`src/hdl/fla_defines.svh`:
```
`ifndef FLA_DEFINES_SVH
`define FLA_DEFINES_SVH
// Contract
// - on a generic stream, 3-byte labels (label_type 1) are matched to unicast addresses
// - at least two unicast interfaces; interface 0 is management with virtual_network 0
// - a unicast address is a virtual_network field followed by a terminal-unique field
// - on a transport-packet stream the 48-bit hardware_identifier is the unicast address
// - each user interface uses the multicast mapping scheme chosen at logon
// - autonomous synthesis: virtual_network bits on top, n low bits of IP MAC below
// - when enabled, bit n+1 tells the IP version, 1 for IPv6, 0 for IPv4
// - bits between the copied low bits and the virtual_network prefix are all 1
// - table-managed multicast mapping works on every user interface
// - single stream header: stream_type_byte 011000YY, length equals payload size, sync 0x01
// - multi stream header: stream_type_byte 010x00YY, second byte is stream_identifier, sync 0x01
// - sync 0xB9 encrypted, 0xBA encrypted with clock header, 0xBB-0xCF reserved, 0xD0+ private
// - short or long frames, alone or mixed with dummy frames, are received
// - any mix of normal, short and dummy frames is received without loss
// - scrambling sequence 0 is always accepted; others are optional
// - constant coding is handled as an adaptive link fixed on one mode
// - sync 0x01 means the last four data bytes hold a CRC32 over the rest
`define FLA_LBL_W 24
`define FLA_HDR_LAST 4'h9
`define FLA_HB_SID 4'h1
`define FLA_HB_DFL_HI 4'h4
`define FLA_HB_DFL_LO 4'h5
`define FLA_HB_SYNC 4'h6
`define FLA_ST_SINGLE 6'h18
`define FLA_ST_MULTI_HI 3'h2
`define FLA_ST_MULTI_LO 2'h0
`define FLA_SYNC_GSE 8'h00
`define FLA_SYNC_GSE_CRC 8'h01
`define FLA_SYNC_ENC 8'hB9
`define FLA_SYNC_ENC_NCR 8'hBA
`define FLA_SYNC_RSV_LO 8'hBB
`define FLA_SYNC_RSV_HI 8'hCF
`define FLA_SYNC_PRIV_LO 8'hD0
`define FLA_CRC_BYTES 13'h0004
`define FLA_CRC_INIT 32'hFFFFFFFF
`define FLA_CRC_POLY 32'h04C11DB7
`define FLA_LT_6B 2'h0
`define FLA_LT_3B 2'h1
`define FLA_LT_NONE 2'h2
`define FLA_SCR_BROADCAST 18'h00000
`endif

```
`src/hdl/fla_pkg.sv`:
```
package fla_pkg;
  typedef enum logic [1:0] {
    FLA_IDLE = 2'b00,
    FLA_HDR = 2'b01,
    FLA_DATA = 2'b11,
    FLA_SKIP = 2'b10
  } fla_state_t;
  typedef enum logic [2:0] {
    FLA_SC_GSE = 3'h0,
    FLA_SC_GSE_CRC = 3'h1,
    FLA_SC_ENC = 3'h2,
    FLA_SC_ENC_NCR = 3'h3,
    FLA_SC_RSV = 3'h4,
    FLA_SC_PRIV = 3'h5,
    FLA_SC_OTHER = 3'h6
  } fla_sync_t;
endpackage

```
`src/hdl/fla_crc32.sv`:
```
`timescale 1ns/100ps
`include "fla_defines.svh"
module fla_crc32 (
  input wire logic clk_sys,
  input wire logic resetn,
  input wire logic clr,
  input wire logic en,
  input wire logic [7:0] din,
  output logic [31:0] crc_q
);
  // msb-first byte update, no reflection, no final inversion
  function automatic logic [31:0] crc_byte(input logic [31:0] c, input logic [7:0] d);
    logic [31:0] r;
    logic fb;
    r = c;
    for (int i = 7; i >= 0; i--) begin
      fb = r[31] ^ d[i];
      r = {r[30:0], 1'b0};
      if (fb) begin
        r = r ^ `FLA_CRC_POLY;
      end
    end
    return r;
  endfunction

  always_ff @(posedge clk_sys) begin
    if (!resetn || clr) begin
      crc_q <= `FLA_CRC_INIT;
    end else if (en) begin
      crc_q <= crc_byte(crc_q, din);
    end
  end
endmodule

```
`src/hdl/fla_rx_filter.sv`:
```
`timescale 1ns/100ps
`include "fla_defines.svh"
module fla_rx_filter
  import fla_pkg::*;
#(
  parameter int N_IF = 2,
  parameter int N_MC = 8,
  parameter int SVN_W = 8,
  parameter bit SCR_ANY_OK = 1'b0
) (
  input wire logic clk_sys,
  input wire logic resetn,
  input wire logic cfg_ts_mode,
  input wire logic cfg_single,
  input wire logic [7:0] cfg_stream_id,
  input wire logic [47:0] cfg_hw_id,
  input wire logic [N_IF*`FLA_LBL_W-1:0] cfg_ucast,
  input wire logic [N_IF-1:0] cfg_if_en,
  input wire logic [N_IF-1:0] cfg_mc_table,
  input wire logic [4:0] cfg_mc_n,
  input wire logic cfg_mc_ver_en,
  input wire logic fr_valid,
  input wire logic fr_start,
  input wire logic fr_dummy,
  input wire logic [15:0] fr_kbch,
  input wire logic [17:0] fr_scr,
  input wire logic [7:0] fr_byte,
  input wire logic mc_wr,
  input wire logic [$clog2(N_MC)-1:0] mc_idx,
  input wire logic mc_keep,
  input wire logic [$clog2(N_IF)-1:0] mc_if,
  input wire logic [47:0] mc_ip_mac,
  input wire logic mc_v6,
  input wire logic [`FLA_LBL_W-1:0] mc_tbl_label,
  input wire logic lbl_valid,
  input wire logic [1:0] lbl_type,
  input wire logic [47:0] lbl_addr,
  output logic hdr_ok_q,
  output logic hdr_err_q,
  output fla_sync_t sync_cls_q,
  output logic dat_valid_q,
  output logic [7:0] dat_byte_q,
  output logic dat_last_q,
  output logic dat_crc_fld_q,
  output logic crc_ok_q,
  output logic crc_err_q,
  output logic lbl_pass_q,
  output logic lbl_drop_q,
  output logic lbl_mcast_q,
  output logic [$clog2(N_IF)-1:0] lbl_if_q
);
  localparam int IFW = $clog2(N_IF);
  localparam int MCW = $clog2(N_MC);
  localparam int LW = `FLA_LBL_W;

  ////////////////////////////////////////////////////////////////////////////////
  fla_state_t state_q;
  logic [3:0] hcnt_q;
  logic [7:0] st_q;
  logic [7:0] sid_q;
  logic [15:0] dfl_q;
  logic [7:0] sync_q;
  logic [15:0] kbch_q;
  logic [17:0] scr_q;
  logic [12:0] dcnt_q;
  logic [23:0] crc_rx_q;
  logic [31:0] crc_val;
  logic type_ok, sid_ok, len_ok, scr_ok, sync_ok, hdr_fail;
  logic hdr_end, dat_ev, crc_mode, crc_en, start_ev;
  fla_sync_t sync_d;

  function automatic fla_sync_t sync_class(input logic [7:0] s);
    if (s == `FLA_SYNC_GSE) return FLA_SC_GSE;
    if (s == `FLA_SYNC_GSE_CRC) return FLA_SC_GSE_CRC;
    if (s == `FLA_SYNC_ENC) return FLA_SC_ENC;
    if (s == `FLA_SYNC_ENC_NCR) return FLA_SC_ENC_NCR;
    if (s >= `FLA_SYNC_RSV_LO && s <= `FLA_SYNC_RSV_HI) return FLA_SC_RSV;
    if (s >= `FLA_SYNC_PRIV_LO) return FLA_SC_PRIV;
    return FLA_SC_OTHER;
  endfunction

  function automatic logic [SVN_W-1:0] svn_of(input logic [LW-1:0] a);
    return a[LW-1 -: SVN_W];
  endfunction

  function automatic logic [LW-1:0] mc_synth(input logic [SVN_W-1:0] virtual_network, input logic [47:0] ipm,
                                             input logic v6, input logic [4:0] n, input logic ver_en);
    logic [LW-1:0] r;
    r = {LW{1'b1}}; // filler bits between copied part and prefix
    r[LW-1 -: SVN_W] = virtual_network;
    for (int i = 0; i < LW - SVN_W; i++) begin
      if (i < int'(n)) begin
        r[i] = ipm[i];
      end else if (i == int'(n) && ver_en) begin
        r[i] = v6;
      end
    end
    return r;
  endfunction

  ////////////////////////////////////////////////////////////////////////////////
  // frame header checks
  assign start_ev = fr_valid && fr_start;
  assign hdr_end = fr_valid && !fr_start && state_q == FLA_HDR && hcnt_q == `FLA_HDR_LAST;
  assign dat_ev = fr_valid && !fr_start && state_q == FLA_DATA;
  assign sync_d = sync_class(sync_q);
  // constant coding uses the same adaptive-format header
  assign type_ok = cfg_single ? (st_q[7:2] == `FLA_ST_SINGLE)
                              : (st_q[7:5] == `FLA_ST_MULTI_HI && st_q[3:2] == `FLA_ST_MULTI_LO);
  assign sid_ok = cfg_single || sid_q == cfg_stream_id;
  assign len_ok = dfl_q == kbch_q && dfl_q[15:3] != 13'h0000 &&
                  !(sync_q == `FLA_SYNC_GSE_CRC && dfl_q[15:3] <= `FLA_CRC_BYTES);
  assign scr_ok = scr_q == `FLA_SCR_BROADCAST || SCR_ANY_OK;
  assign sync_ok = sync_d != FLA_SC_RSV && sync_d != FLA_SC_OTHER;
  assign hdr_fail = !(type_ok && len_ok && scr_ok && sync_ok);

  always_ff @(posedge clk_sys) begin
    if (!resetn) begin
      state_q <= FLA_IDLE;
    end else if (start_ev) begin
      state_q <= fr_dummy ? FLA_SKIP : FLA_HDR; // dummy frames carry nothing
    end else if (fr_valid) begin
      case (state_q)
        FLA_HDR: begin
          if (hcnt_q == `FLA_HDR_LAST) begin
            state_q <= (sid_ok && !hdr_fail) ? FLA_DATA : FLA_SKIP;
          end
        end
        FLA_DATA: begin
          if (dcnt_q == 13'h0001) begin
            state_q <= FLA_IDLE;
          end
        end
        default: begin
        end
      endcase
    end
  end

  always_ff @(posedge clk_sys) begin
    if (!resetn) begin
      hcnt_q <= 4'h0;
      st_q <= 8'h00;
      sid_q <= 8'h00;
      dfl_q <= 16'h0000;
      sync_q <= 8'h00;
      kbch_q <= 16'h0000;
      scr_q <= 18'h00000;
    end else if (start_ev) begin
      hcnt_q <= 4'h1;
      st_q <= fr_byte;
      kbch_q <= fr_kbch;
      scr_q <= fr_scr;
    end else if (fr_valid && state_q == FLA_HDR) begin
      hcnt_q <= hcnt_q + 4'h1;
      if (hcnt_q == `FLA_HB_SID) begin
        sid_q <= fr_byte;
      end
      if (hcnt_q == `FLA_HB_DFL_HI) begin
        dfl_q[15:8] <= fr_byte;
      end
      if (hcnt_q == `FLA_HB_DFL_LO) begin
        dfl_q[7:0] <= fr_byte;
      end
      if (hcnt_q == `FLA_HB_SYNC) begin
        sync_q <= fr_byte;
      end
    end
  end

  always_ff @(posedge clk_sys) begin
    if (!resetn) begin
      hdr_ok_q <= 1'b0;
      hdr_err_q <= 1'b0;
      sync_cls_q <= FLA_SC_GSE;
    end else begin
      hdr_ok_q <= hdr_end && sid_ok && !hdr_fail;
      hdr_err_q <= hdr_end && sid_ok && hdr_fail;
      if (hdr_end) begin
        sync_cls_q <= sync_d;
      end
    end
  end

  ////////////////////////////////////////////////////////////////////////////////
  // data field and trailing checksum
  assign crc_mode = sync_cls_q == FLA_SC_GSE_CRC;
  assign crc_en = dat_ev && crc_mode && dcnt_q > `FLA_CRC_BYTES;

  fla_crc32 u_crc (
    .clk_sys(clk_sys),
    .resetn(resetn),
    .clr(start_ev),
    .en(crc_en),
    .din(fr_byte),
    .crc_q(crc_val)
  );

  always_ff @(posedge clk_sys) begin
    if (!resetn) begin
      dcnt_q <= 13'h0000;
      crc_rx_q <= 24'h000000;
    end else if (hdr_end) begin
      dcnt_q <= dfl_q[15:3];
    end else if (dat_ev) begin
      dcnt_q <= dcnt_q - 13'h0001;
      crc_rx_q <= {crc_rx_q[15:0], fr_byte};
    end
  end

  always_ff @(posedge clk_sys) begin
    if (!resetn) begin
      dat_valid_q <= 1'b0;
      dat_byte_q <= 8'h00;
      dat_last_q <= 1'b0;
      dat_crc_fld_q <= 1'b0;
      crc_ok_q <= 1'b0;
      crc_err_q <= 1'b0;
    end else begin
      dat_valid_q <= dat_ev;
      dat_last_q <= dat_ev && dcnt_q == 13'h0001;
      dat_crc_fld_q <= dat_ev && crc_mode && dcnt_q <= `FLA_CRC_BYTES;
      if (dat_ev) begin
        dat_byte_q <= fr_byte;
      end
      crc_ok_q <= dat_ev && crc_mode && dcnt_q == 13'h0001 && {crc_rx_q, fr_byte} == crc_val;
      crc_err_q <= dat_ev && crc_mode && dcnt_q == 13'h0001 && {crc_rx_q, fr_byte} != crc_val;
    end
  end

  ////////////////////////////////////////////////////////////////////////////////
  // unicast and multicast address tables
  logic [LW-1:0] uc_addr [N_IF];
  logic [N_IF-1:0] uc_hit;
  logic [LW-1:0] mc_lbl_q [N_MC];
  logic [IFW-1:0] mc_if_q [N_MC];
  logic [N_MC-1:0] mc_val_q;
  logic [N_MC-1:0] mc_hit;

  genvar g;
  generate
    for (g = 0; g < N_IF; g++) begin : g_uc
      if (g == 0) begin : g_mgmt
        // management interface is pinned to virtual_network 0
        assign uc_addr[g] = {{SVN_W{1'b0}}, cfg_ucast[g*LW +: LW-SVN_W]};
      end else begin : g_user
        assign uc_addr[g] = cfg_ucast[g*LW +: LW];
      end
      assign uc_hit[g] = cfg_if_en[g] && lbl_addr[LW-1:0] == uc_addr[g];
    end
    for (g = 0; g < N_MC; g++) begin : g_mc
      assign mc_hit[g] = mc_val_q[g] && lbl_addr[LW-1:0] == mc_lbl_q[g];
    end
  endgenerate

  always_ff @(posedge clk_sys) begin
    if (!resetn) begin
      for (int i = 0; i < N_MC; i++) begin
        mc_val_q[i] <= 1'b0;
        mc_lbl_q[i] <= {LW{1'b0}};
        mc_if_q[i] <= {IFW{1'b0}};
      end
    end else if (mc_wr) begin
      mc_val_q[mc_idx] <= mc_keep;
      mc_if_q[mc_idx] <= mc_if;
      // per-interface scheme, table entries allowed on every interface
      mc_lbl_q[mc_idx] <= cfg_mc_table[mc_if] ? mc_tbl_label
                         : mc_synth(svn_of(uc_addr[mc_if]), mc_ip_mac, mc_v6, cfg_mc_n, cfg_mc_ver_en);
    end
  end

  ////////////////////////////////////////////////////////////////////////////////
  // label decision
  logic lbl_ok;
  logic lbl_is_mc;
  logic [IFW-1:0] hit_if;

  always_comb begin
    hit_if = {IFW{1'b0}};
    for (int i = N_MC - 1; i >= 0; i--) begin
      if (mc_hit[i]) begin
        hit_if = mc_if_q[i];
      end
    end
    for (int i = N_IF - 1; i >= 0; i--) begin
      if (uc_hit[i]) begin
        hit_if = IFW'(i);
      end
    end
  end

  always_comb begin
    lbl_is_mc = 1'b0;
    if (cfg_ts_mode) begin
      lbl_ok = lbl_type == `FLA_LT_6B && lbl_addr == cfg_hw_id; // no network separation
    end else begin
      case (lbl_type)
        `FLA_LT_6B: lbl_ok = lbl_addr == cfg_hw_id;
        `FLA_LT_3B: begin
          lbl_ok = |uc_hit || |mc_hit;
          lbl_is_mc = !(|uc_hit) && |mc_hit;
        end
        `FLA_LT_NONE: lbl_ok = 1'b1;
        default: lbl_ok = 1'b0; // label re-use is never valid
      endcase
    end
  end

  always_ff @(posedge clk_sys) begin
    if (!resetn) begin
      lbl_pass_q <= 1'b0;
      lbl_drop_q <= 1'b0;
      lbl_mcast_q <= 1'b0;
      lbl_if_q <= {IFW{1'b0}};
    end else begin
      lbl_pass_q <= lbl_valid && lbl_ok;
      lbl_drop_q <= lbl_valid && !lbl_ok;
      lbl_mcast_q <= lbl_valid && lbl_ok && lbl_is_mc;
      if (lbl_valid) begin
        lbl_if_q <= hit_if;
      end
    end
  end

  ////////////////////////////////////////////////////////////////////////////////
  a_dummy_skip: assert property (@(posedge clk_sys) disable iff (!resetn)
    (start_ev && fr_dummy) |=> (state_q == FLA_SKIP) ##1 !hdr_ok_q)
    else $error("dummy frame not skipped");

  a_single_type: assert property (@(posedge clk_sys) disable iff (!resetn)
    (hdr_ok_q && $past(cfg_single)) |-> ($past(st_q[7:2]) == `FLA_ST_SINGLE && $past(dfl_q) == $past(kbch_q)))
    else $error("single stream header accepted with bad type or length");

  a_stream_sel: assert property (@(posedge clk_sys) disable iff (!resetn)
    (hdr_end && !cfg_single && sid_q != cfg_stream_id) |=> (!hdr_ok_q && !hdr_err_q && state_q == FLA_SKIP))
    else $error("foreign stream not skipped silently");

  a_sync_enc: assert property (@(posedge clk_sys) disable iff (!resetn)
    (hdr_end && sync_q == `FLA_SYNC_ENC_NCR) |=> (sync_cls_q == FLA_SC_ENC_NCR))
    else $error("sync 0xBA misclassified");

  a_crc_at_end: assert property (@(posedge clk_sys) disable iff (!resetn)
    (crc_ok_q || crc_err_q) |-> (dat_last_q && dat_crc_fld_q && $past(crc_mode)))
    else $error("checksum verdict off the last byte");

  a_crc_field: assert property (@(posedge clk_sys) disable iff (!resetn)
    (dat_ev && crc_mode && dcnt_q == 13'h0004) |=> dat_crc_fld_q [*1] ##1 1'b1)
    else $error("checksum field not marked");

  a_ucast_pass: assert property (@(posedge clk_sys) disable iff (!resetn)
    (lbl_valid && !cfg_ts_mode && lbl_type == `FLA_LT_3B && |uc_hit) |=> (lbl_pass_q && !lbl_mcast_q))
    else $error("unicast label not accepted");

  a_nomatch_drop: assert property (@(posedge clk_sys) disable iff (!resetn)
    (lbl_valid && lbl_type == `FLA_LT_3B && !(|uc_hit) && !(|mc_hit)) |=> (lbl_drop_q && !lbl_pass_q))
    else $error("unmatched label forwarded");

  a_hid_pass: assert property (@(posedge clk_sys) disable iff (!resetn)
    (lbl_valid && cfg_ts_mode && lbl_type == `FLA_LT_6B && lbl_addr == cfg_hw_id) |=> lbl_pass_q)
    else $error("hardware identifier traffic refused");

  a_mc_lowbit: assert property (@(posedge clk_sys) disable iff (!resetn)
    (mc_wr && mc_keep && !cfg_mc_table[mc_if] && cfg_mc_n != 5'h00)
      |=> (mc_lbl_q[$past(mc_idx)][0] == $past(mc_ip_mac[0]) && mc_val_q[$past(mc_idx)]))
    else $error("synthesized multicast low bit wrong");

  a_mc_prefix: assert property (@(posedge clk_sys) disable iff (!resetn)
    (mc_wr && !cfg_mc_table[mc_if] && int'(cfg_mc_n) < LW - SVN_W - 1)
      |=> mc_lbl_q[$past(mc_idx)][LW-SVN_W-1])
    else $error("filler bits not all ones");
endmodule

```
`config.mk`:
```
export PLATFORM = sky130hd
export DESIGN_NAME = fla_rx_filter
export DESIGN_NICKNAME = d
export VERILOG_FILES = /design/src/hdl/fla_pkg.sv /design/src/hdl/fla_crc32.sv /design/src/hdl/fla_rx_filter.sv
export VERILOG_INCLUDE_DIRS = /design/src /design/src/hdl
export SDC_FILE = /design/constraint.sdc
export NUM_CORES = 1
export LEC_CHECK = 0
export BUFFER_PORTS_ARGS = -buffer_cell sky130_fd_sc_hd__buf_4
export CAP_MARGIN = 20
export CORE_MARGIN = 3
export CORE_UTILIZATION = 61
export DETAILED_ROUTE_END_ITERATION = 10
export PLACE_DENSITY = 0.82
export SLEW_MARGIN = 20
export SYNTH_ARGS = -nofsm -noshare
export SYNTH_HDL_FRONTEND = slang
export SYNTH_SLANG_ARGS = --single-unit
```
`constraint.sdc`:
```
create_clock -name clk_sys -period 6.7 [get_ports clk_sys]
set_input_delay 0.335 -clock clk_sys [delete_from_list [all_inputs] [get_ports clk_sys]]
set_output_delay 0.335 -clock clk_sys [all_outputs]
set_load 0.02 [all_outputs]
```
== Yosys cells after proc, flatten, opt, wreduce, memory -nomap -nowiden ==
Memories as Yosys holds them, arrays and structs flattened.
Cells that the tools add are included.

* Register bits: 179
* Bits in writable memories: 200
* Bits of input ports: 293
* Output and inout bits: 22
* Logic and storage cells: 380
* Memories kept: 2

{| class="wikitable"
|+ Memories
! memory !! words !! width !! read ports !! clocked after Yosys merged registers in !! wr ports !! RTL line !! source
|-
| mc_lbl_q || 8 || 24 || 8 || 0 || 8 || fla_rx_filter.sv:235 || <nowiki>logic [LW-1:0] mc_lbl_q [N_MC];</nowiki>
|-
| mc_if_q || 8 || 1 || 8 || 0 || 8 || fla_rx_filter.sv:236 || <nowiki>logic [IFW-1:0] mc_if_q [N_MC];</nowiki>
|}

* $add $sub $neg: 2
* $lt $le $gt $ge: 26
* Equal/unequal tests: 50
* Multiplexer cells: 165
* Bitwise gates (word level): 20
* Reduce and logical (&&, ||, !) cells: 88

{| class="wikitable"
|+ Operators by type and width
! cell !! count
|-
| 32-bit 2-to-1 mux || 14
|-
| 24-bit equality test || 9
|-
| 27-bit 2-to-1 mux || 8
|-
| 24-bit 2-to-1 mux || 5
|-
| 1-bit 2-to-1 mux || 112
|-
| 14-bit NOT || 8
|-
| 1-bit logical AND || 58
|-
| 48-bit equality test || 1
|-
| 3-bit 2-to-1 mux || 15
|-
| 5-bit equality test, first input constant || 8
|-
| 4-bit by 5-bit less-than comparator with 1-bit output, first input constant || 8
|-
| 32-bit equality test || 1
|-
| 32-bit inequality test || 1
|-
| 13-bit by 3-bit <= comparator with 1-bit output, second input constant || 2
|-
| 13-bit 2-to-1 mux || 2
|-
| 24-bit by 16-bit equality test with 1-bit output || 1
|-
| 24-bit OR reduction || 1
|-
| 4-bit by 5-bit equality test with 1-bit output, first input constant || 4
|-
| 3-bit by 5-bit less-than comparator with 1-bit output, first input constant || 4
|-
| 18-bit logical NOT || 1
|-
| 16-bit equality test || 1
|-
| 8-bit equality test, second input constant || 2
|-
| 8-bit >= comparator, second input constant || 2
|-
| 13-bit by 1-bit equality test with 1-bit output, second input constant || 1
|-
| other kinds (46) || 82
|}

== Longest topological paths before layout ==
Gate-level depths: netlist of run 1.

* Depth after elaboration: 33
* Gate-level depth with buffers: 9
* Depth with buffers taken out: 8

== Hierarchy ==
From an unflattened synthesis of run 1, not the netlist that was laid out.

* Cells, all modules: 1957
* Area total of the unflattened synthesis: 19192.2 µm²

{| class="wikitable"
|+ Modules (own cells, without submodules)
! module !! times used !! cells each !! area an instance (µm²) !! sequential area each (µm²)
|-
| fla_rx_filter || 1 || 1780 || 17177.7 || 8828.5
|-
| fla_crc32 || 1 || 177 || 2014.4 || 640.6
|}

== Least setup slack after synthesis of run 1 ==
OpenSTA, ideal clock, no wires.

* Path type: input port to flip-flop
* Start point: in resetn
* End point: mem mc_lbl_q[7][0] (netlist name) (enable)
* Library setup time: 0.379 ns
* Arrival time: 1.742 ns
* Data required time: 6.321 ns
* Slack: 4.579 ns
* Cell stages on the path: 6
* Buffers on the path: 3
* Cells stage by stage: clkbuf_1 inv_1 clkbuf_1 clkbuf_1 nor2_1 inv_1

{| class="wikitable"
|+ RTL lines
! item !! RTL line !! source
|-
| start: declaration || fla_rx_filter.sv:12 || <nowiki>input wire logic resetn,</nowiki>
|-
| end: declaration || fla_rx_filter.sv:235 ||
|}

==> impl_metrics.ini, run 1 <==
[die]
num_rows = 63
ios = 315
die-area_sq_mm = 0.0332
die_y_um = 182
start_util_pct = 62.8
fp.coreArea_sq_mm = 0.0301
die_w_um = 182

[critical_path]
r2r-start = dcnt_q[7]
cp-start-kind = primary input
crit_required_ps = 6930
cp_slowest_cell = a21oi_1
crit_chain = buf_4, nor2b_1, a21o_1, a221oi_1, a21oi_1, nor2_1
critPathLaunch = mc_if
reg2reg_slack_ps = 4260
r2r_end = u_crc.crc_q[8]
reg2reg_depth = 6
cp_max_fo = 32
critPathBufInv = 1
critPathMaxStageDelay_ps = 970
crit_arrival_ps = 3140
critical_path.endpoint_type = flip-flop
cp_top_family = compound AO/OA/AOI/OAI gates
path_class = in -> reg

[yosys]
synth_edf_count = 192
synth.yosys.warnings = 0
ys_seq_elements = 377
yosysTopAreaCellShare_pct = 30.5
netlist-cell-type-count = 56
yosys.area.top_type = edfxtp_1
syn_inst = 1953
async_flop_share_pct = 0
synth_area_leaders = edfxtp_1 (30%), dfxtp_1 (20%), xnor2_1 (12%), xor2_1 (6.6%), nor2_1 (5.1%)
synth.cell_area_sq_mm = 0.0189
yosysSeqAreaShare_pct = 50.0
synth_top_flop_cell = edfxtp_1
syn_nets = 2253
avgSynthCellArea_sq_um = 9.69

[timing]
relSlewSlack_pct = 17.4
skew_ps = 19.0
maxSlewViolCount = 0
max_freq_ghz = 0.343
fin_ws_ps = 3790
worstMarginPinSlew_ps = 1240
finalHoldViolCount = 0
hold-worst-slack_ps = 55.6
setup_viol = 0
post-route-min-period_ps = 2910
finalCritPeriodShare_pct = 43.5
rsz0062_at_grt = false
finalSetupTns_ps = 0

[grt]
overflow = 0
grt_pass1_wl_mm = 84.0
grt_max_degree = 88
antenna_found_initial = 2
grtUsageTotal_pct = 32.4
grt_pass1_vias = 15400

[finish]
drive_above_1_share_pct = 17.4
fin_nets = 2480
utilization_pct = 74.8
area_growth_pct = 19.1
antenna_cells = 0
nFillCells = 2093

[placed_design]
gp_congestion = 0.924
dp_slack_ps = 3350
dp_hpwl_mm = 37.6
port_buffers = 274

[min_path]
holdCritStartpoint = fr_scr[6]
hold_depth = 3
hold_end = scr_q[6]
hold_class = in -> reg

[clocking]
postCtsResizedCells = 0
clock-root-buffer = clkbuf_16
clock-sinks = 377
clk_latency_ps = 530
cts_tree = yes
h-tree-depth = 2
clk_path_buf_depth = 3
clkSlewWorstSetupHoldPaths_ps = 60
cts_buffers = 40

[detailed_routing]
totalWireLength_mm = 55.8
dr.pass1.iters = 6
wl_per_cell_um = 21.5
vias = 15800
ant_nets = 0
drc = 0
first_iter_violations = 1692
avgViaCountPerCell = 6.07

[power]
power.density_mw_per_mm2 = 242
leakage_nw = 8.34
irDropWorstVdd_uv = 208
power.total_mw = 5.44

[status]
status = finished, final reports clean

[run]
maxCapViolCount = 0
-- report_power, final --
| group | leakage (nW) | switching, mW | internal [mW] | total [mW] |
|---|---|---|---|---|
| Sequential | 3.35 | 0.0478 | 2.52 | 2.57 |
| Combinational | 4.36 | 0.421 | 0.306 | 0.727 |
| Clock | 0.627 | 0.882 | 1.26 | 2.15 |
| Total | 8.34 | 1.35 | 4.09 | 5.44 |
-- sequential cells by signal, summed over array words and instances (netlist names), 2 cells and up --
signal,count
dcnt_q,13
st_q,6
kbch_q,16
dat_byte_q,8
scr_q,18
mc_if_q,8
sync_q,8
sync_cls_q,3
hcnt_q,4
mc_val_q,8
crc_rx_q,24
dfl_q,16
state_q,2
mc_lbl_q,192
u_crc.crc_q,32
sid_q,8
-- metal layers --
layer	share of wire, %	wire length (um)	global-route usage [%]
met5	0.061	34	0
met1	35	19600	39.8
met3	11	6000	6.18
met4	5.4	3020	14.3
met2	49	27100	55.5
-- worst max-delay path by stage --
stage	depth (start not counted)	endpoint
after floorplan	6	mc_lbl_q[7][0]
after CTS	6	mc_lbl_q[2][15]
after detailed placement	6	mc_lbl_q[2][15]
after global routing	6	mc_lbl_q[0][10]
final	6	mc_lbl_q[7][8]
after global placement	6	mc_lbl_q[3][14]
-- cells by family after synthesis --
group / share of synthesized area, %
simple gates: 17.5
xor+xnor: 19.2
flops: 50.0
compound gates: 8.61
buf+inv: 3.05
mux: 1.16
fa+ha+maj: 0.463
-- synth_stat cells (5+ instances only) --
master / count
a211oi_1: 8
a21oi_1: 141
a221oi_1: 7
a22o_1: 15
a22oi_1: 8
a311oi_1: 6
a31oi_1: 7
buf_1: 9
buf_2: 29
clkbuf_1: 77
dfxtp_1: 185
edfxtp_1: 192
ha_1: 7
inv_1: 29
mux2_2: 8
mux2i_1: 13
nand2_1: 245
nand2b_1: 5
nand3_1: 42
nand4_1: 68
nor2_1: 259
nor2b_1: 7
nor3_1: 30
nor4_1: 45
o211ai_1: 35
o21ai_0: 8
o22ai_1: 7
or4_1: 5
xnor2_1: 260
xnor2_2: 6
xor2_1: 143
-- final cells by class --
cell class	count	area, sq um	area share, %
Timing Repair Buffer	300	2270	10.1
Tap cell	390	488	2.17
Inverter	29	111	0.494
Clock inverter	16	148	0.655
Sequential cell	377	9470	42.0
Clock buffer	56	1130	5.03
Multi-Input combinational cell	1432	8910	39.6
-- cells in the final DEF, fill, tap and decap left out, drive strengths merged, types with 4 or more instances in the layout --
cell,n
o22ai,7
a22o,15
clkbuf,56
nand2b,5
a31oi,7
dfxtp,185
or4,5
mux2i,13
nand2,245
nand4,68
clkinv,11
nand3,43
nand3b,4
nor2,259
o21ai,8
mux2,8
o32ai,4
nor4,46
buf,299
edfxtp,192
a22oi,8
a311oi,6
a21oi,141
nor3,31
a211oi,8
ha,7
nor2b,7
xnor2,266
xor2,143
o211ai,35
inv,30
a221oi,7
-- worst min-delay path, delay by kind of cell --
kind	cells	cell delay [ps]
buffers and inverters	1	110
and+or+nand+nor	1	50
AOI/OAI and AO/OA	1	50
-- repair_timing --
| action | in CTS | in global routing |
|---|---|---|
| hold buffers | 1 | 0 |
| setup buffers | 0 | 0 |
| hold endpoints to repair | 1 | 0 |
-- per-stage QoR --
| stage | std cells | instance area, sq um |
|---|---|---|
| 4_1_cts | 2599 | 22500 |
| 3_5_place_dp | 2526 | 21200 |
| 2_1_floorplan | 1953 | 18900 |
| 5_1_grt | 2600 | 22500 |
| 6_report | 2600 | 22500 |
| 3_3_place_gp | 2524 | 21200 |
Power figures use the tool's default switching activity.
==> run 2, diff against run 1 <==
CORE_UTILIZATION = 57   (was 61)
PLACE_DENSITY = 0.78   (was 0.82)
clock period = 3.06 ns   (was 6.7 ns; I/O delays follow)
==> impl_metrics.ini, run 2 (synthesis results as in run 1) <==
[status]
status = finished, final reports clean

[timing]
finalHoldViolCount = 0
relSlewSlack_pct = 34.9
worstMarginPinSlew_ps = 970
finalSetupTns_ps = 0
post-route-min-period_ps = 2850
rsz0062_at_grt = false
setup_viol = 0
maxSlewViolCount = 0
max_freq_ghz = 0.350
finalCritPeriodShare_pct = 93.3
skew_ps = 13.3

[finish]
antenna_cells = 0
drive_above_1_share_pct = 17.9
area_growth_pct = 22.8
fin_nets = 2556
nFillCells = 2344
multiInputGateArea_sq_mm = 0.00890
reg_top3 = mc_lbl_q: 192 flops, u_crc.crc_q: 32 flops, crc_rx_q: 24 flops
largest_reg_flops = 192
ff_latch_area_sq_mm = 0.00947
layout_commonest_cell = buf_4
final_cell_mix = buf_4 (327), xnor2_1 (260), nor2_1 (258)
utilization_pct = 71.2
top_register = mc_lbl_q

[detailed_routing]
ant_nets = 0
avgViaCountPerCell = 5.79
first_iter_violations = 1432
vias = 15800
dr.pass1.iters = 5
totalWireLength_mm = 56.5
wl_per_cell_um = 20.7
drc = 0

[power]
leakage_nw = 8.66
irDropWorstVdd_uv = 463
power.total_mw = 11.9
power.density_mw_per_mm2 = 514

[placed_design]
gp_congestion = 0.895
port_buffers = 274
dp_hpwl_mm = 38.3

[grt]
grtUsageTotal_pct = 31.2
overflow = 0
grt_pass1_wl_mm = 86.7
grt_pass1_vias = 15600
grt_max_degree = 73
antenna_found_initial = 0

[critical_path]
r2r-start = mc_lbl_q[0][4]
r2r_end = lbl_mcast_q
reg2reg_depth = 8
critPathMaxStageDelay_ps = 820
path_class = reg -> reg
crit_chain = xnor2_1, nand2_1, nor4_1, nand4_1, nand3_1, nor4_1, nor4b_1, dlygate4sd3_1
critPathBufInv = 1
critical_path.endpoint_type = flip-flop
critPathLaunch = mc_lbl_q[0][4]
reg2reg_slack_ps = 210
cpMostUsedCell = nor4_1
path_depth = 8
cp_top_family = simple AND/OR/NAND/NOR gates
crit_arrival_ps = 3270
cp-start-kind = flip-flop
cp_max_fo = 3
crit_required_ps = 3470
cp_slowest_cell = nor4_1
cp-endpoint = lbl_mcast_q

[die]
fp.coreArea_sq_mm = 0.0326
die_y_um = 188
ios = 315
die_w_um = 188
num_rows = 66
start_util_pct = 58.0
die-area_sq_mm = 0.0354

[clocking]
h-tree-depth = 2
clkSlewWorstSetupHoldPaths_ps = 60
cts_tree = yes
cts_buffers = 40
clock-sinks = 377
clock-root-buffer = clkbuf_16
clk_latency_ps = 520
holdBufCountCts = 49
postCtsResizedCells = 0
clk_path_buf_depth = 3
cts_setup_buffers = 0

[min_path]
hold_depth = 3
hold_class = in -> reg

[run]
maxCapViolCount = 0
==> run 2: changes by cell type in the layout (fill, tap and decap cells not counted), moves of 2 or more <==
cell	previous run	this run
clkbuf_8	3	5
inv_6	1	3
clkinv_1	2	4
bufinv_16	2	0
buf_4	298	327
dlygate4sd3_1	1	49
clkinvlp_4	2	0
clkinv_2	8	6
==> run 2: tightest hold or removal path, cell delays in order <==
cell,delay [ps]
buf_4,150
nand2_1,120
a21oi_1,70
==> run 2: power by group <==
part           leakage (nW)  switching [mW]  internal (mW)
combinational          4.69           0.935          0.738
sequential             3.35           0.102           5.52
clock                 0.622            1.95           2.69
total                  8.66            2.99           8.95
==> run 2: routing by layer <==
metal	part of all wire (%)	vias up	GRT usage, %
met3	9.0	174	5.49
met2	49	825	53.9
met5	0	-	0
li1	-	7362	-
met4	4.9	0	14.3
met1	37	7427	38.3
==> run 2: through the flow <==
step / instance area, sq um / setup slack (ps) / hold slack, ps / cells
floorplan: 18900 / 957 / 230 / 1953
global placement: 21500 / 624 / 345 / 2607
CTS: 23200 / 271 / 2.16 / 2728
global route: 23200 / 134 / 36.9 / 2728
finish: 23200 / 206 / 29.0 / 2728
detailed placement: 21500 / 588 / 348 / 2607
==> run 2: layout make-up <==
type / count / area share, %
clock buffer: 59 / 5.11
clock inverter: 13 / 0.307
inverter: 29 / 0.479
multi-input combinational: 1432 / 38.3
sequential: 377 / 40.8
tap: 442 / 2.38
timing repair buffer: 376 / 12.7
==> run 2: worst min path at each step <==
stage,from,to,slack (ps)
after floorplan,lbl_type[1],lbl_mcast_q,230
after global placement,lbl_type[1],lbl_mcast_q,340
after detailed placement,lbl_type[1],lbl_mcast_q,350
after CTS,fr_start,hcnt_q[0],2
after global routing,fr_start,state_q[0],40
final,fr_start,hcnt_q[0],30
==> run 3, diff against run 2 <==
==> constraint.sdc (replaced) <==
create_clock -name clk_sys -period 3.06 [get_ports clk_sys]
set_input_delay 0.306 -clock clk_sys [delete_from_list [all_inputs] [get_ports clk_sys]]
set_output_delay 0.306 -clock clk_sys [all_outputs]
set_load 0.02 [all_outputs]
==> impl_metrics.ini, run 3 (synthesis results as in run 1) <==
[clocking]
clock-root-buffer = clkbuf_16
postCtsResizedCells = 0
h-tree-depth = 2
clk_latency_ps = 530
clkSlewWorstSetupHoldPaths_ps = 60
holdBufCountCts = 1
cts_tree = yes
cts_setup_buffers = 0
cts_buffers = 38
clk_path_buf_depth = 3
clock-sinks = 377

[grt]
grtUsageTotal_pct = 30.7
antenna_found_initial = 1
grt_pass1_wl_mm = 85.0
overflow = 0
grt_pass1_vias = 15400
grt_max_degree = 71

[finish]
top_register = mc_lbl_q
ff_latch_area_sq_mm = 0.00947
drive_above_1_share_pct = 18.5
area_growth_pct = 20.7
largest_reg_flops = 192
final_cell_mix = buf_4 (333), xnor2_1 (260), nor2_1 (258)
multiInputGateArea_sq_mm = 0.00890
fin_nets = 2513
reg_top3 = mc_lbl_q: 192 flops, u_crc.crc_q: 32 flops, crc_rx_q: 24 flops
layout_commonest_cell = buf_4
final_cells = 2683
nFillCells = 2490

[detailed_routing]
vias = 15700
avgViaCountPerCell = 5.85
first_iter_violations = 1649
dr.pass1.iters = 5
totalWireLength_mm = 55.9
drc = 0
wl_per_cell_um = 20.8
ant_nets = 0

[placed_design]
gp_congestion = 0.902
dp_hpwl_mm = 38.6
dp.cells = 2614
port_buffers = 274

[critical_path]
crit_arrival_ps = 2920
r2r-start = scr_q[6]
cp-start-kind = flip-flop
crit_required_ps = 3500
crit_chain = nor4b_1, nand4_1, or4_1, a2111oi_2, a41o_1, nor2_1, nor3_1
cp_max_fo = 3
path_class = reg -> reg
critPathLaunch = scr_q[6]
critPathBufInv = 0
cp_slowest_cell = or4_1
critical_path.endpoint_type = flip-flop
cp_top_family = simple AND/OR/NAND/NOR gates
critPathMaxStageDelay_ps = 580

[run]
maxCapViolCount = 0

[power]
irDropWorstVdd_uv = 367
p_sw_share_pct = 24.5
leakage_nw = 8.50
clockPowerShare_pct = 39.9
switching_power_mw = 2.96
p_comb_share_pct = 13.5
power.internal_mw = 9.10
power.density_mw_per_mm2 = 528
power.total_mw = 12.1
sequentialPowerShare_pct = 46.6

[timing]
finalCritPeriodShare_pct = 80.8
max_freq_ghz = 0.404
relSlewSlack_pct = 36.6
rsz0062_at_grt = false
finalHoldViolCount = 0
maxSlewViolCount = 0
post-route-min-period_ps = 2470
setup_viol = 0
worstMarginPinSlew_ps = 950
skew_ps = 12.4
finalSetupTns_ps = 0
hold-worst-slack_ps = 28.5

[min_path]
hold_class = in -> reg
holdCritStartpoint = fr_scr[13]

[die]
die_w_um = 188
die-area_sq_mm = 0.0354
start_util_pct = 58.0
ios = 315
die_y_um = 188
fp.coreArea_sq_mm = 0.0326
num_rows = 66

[status]
status = finished, final reports clean
-- run 3: cell count changes in the layout (fill, tap and decap cells not counted), moves of 2 or more --
| cell | delta |
|---|---|
| buf_4 | +6 |
| bufinv_16 | +4 |
| clkbuf_1 | -2 |
| clkbuf_16 | -3 |
| clkinv_2 | -4 |
| dlygate4sd3_1 | -48 |
-- run 3: final timing paths --
kind | slack, ps | to | depth (start not counted)
hold / removal | 30 | scr_q[13] | 3
hold reg to reg | 460 | scr_q[1] | 2
setup / recovery | 590 | state_q[0] | 7
setup reg to reg | 590 | state_q[0] | 7
-- run 3: layout make-up --
| class | count | area share, % |
|---|---|---|
| tap | 442 | 2.42 |
| clock buffer | 55 | 4.89 |
| sequential | 377 | 41.4 |
| clock inverter | 12 | 0.728 |
| timing repair buffer | 335 | 11.1 |
| inverter | 29 | 0.487 |
| multi-input combinational | 1432 | 38.9 |
| antenna | 1 | 0.0110 |
-- run 3: metal layers --
metal,global-route usage [%],vias up,wire length [um]
met2,51.8,786,26900
met4,16.2,0,3230
met5,0,-,0
li1,-,7267,-
met1,38.0,7460,20900
met3,5.27,185,4860
-- run 3: metrics by stage --
step / utilization, % / instance area (sq um) / worst slack [ps]
after floorplan: - / 18900 / 957
after global placement: 66.1 / 21600 / 486
after detailed placement: 66.1 / 21600 / 459
after CTS: 70.0 / 22800 / 610
after global routing: 70.0 / 22800 / 369
final: 70.0 / 22800 / 587
-- run 3: worst min-delay path, stage by stage --
cell	delay, ps
buf_4	100
nand2_1	40
a21oi_1	50
-- run 3: power groups by stage --
stage	logic, mW	clock network, mW	registers [mW]
final	1.63	4.81	5.62
after global routing	1.73	5.05	5.64
after CTS	1.61	4.83	5.62
after detailed placement	1.60	0	5.73
after global placement	1.57	0	5.72
after floorplan	0.916	0	5.71
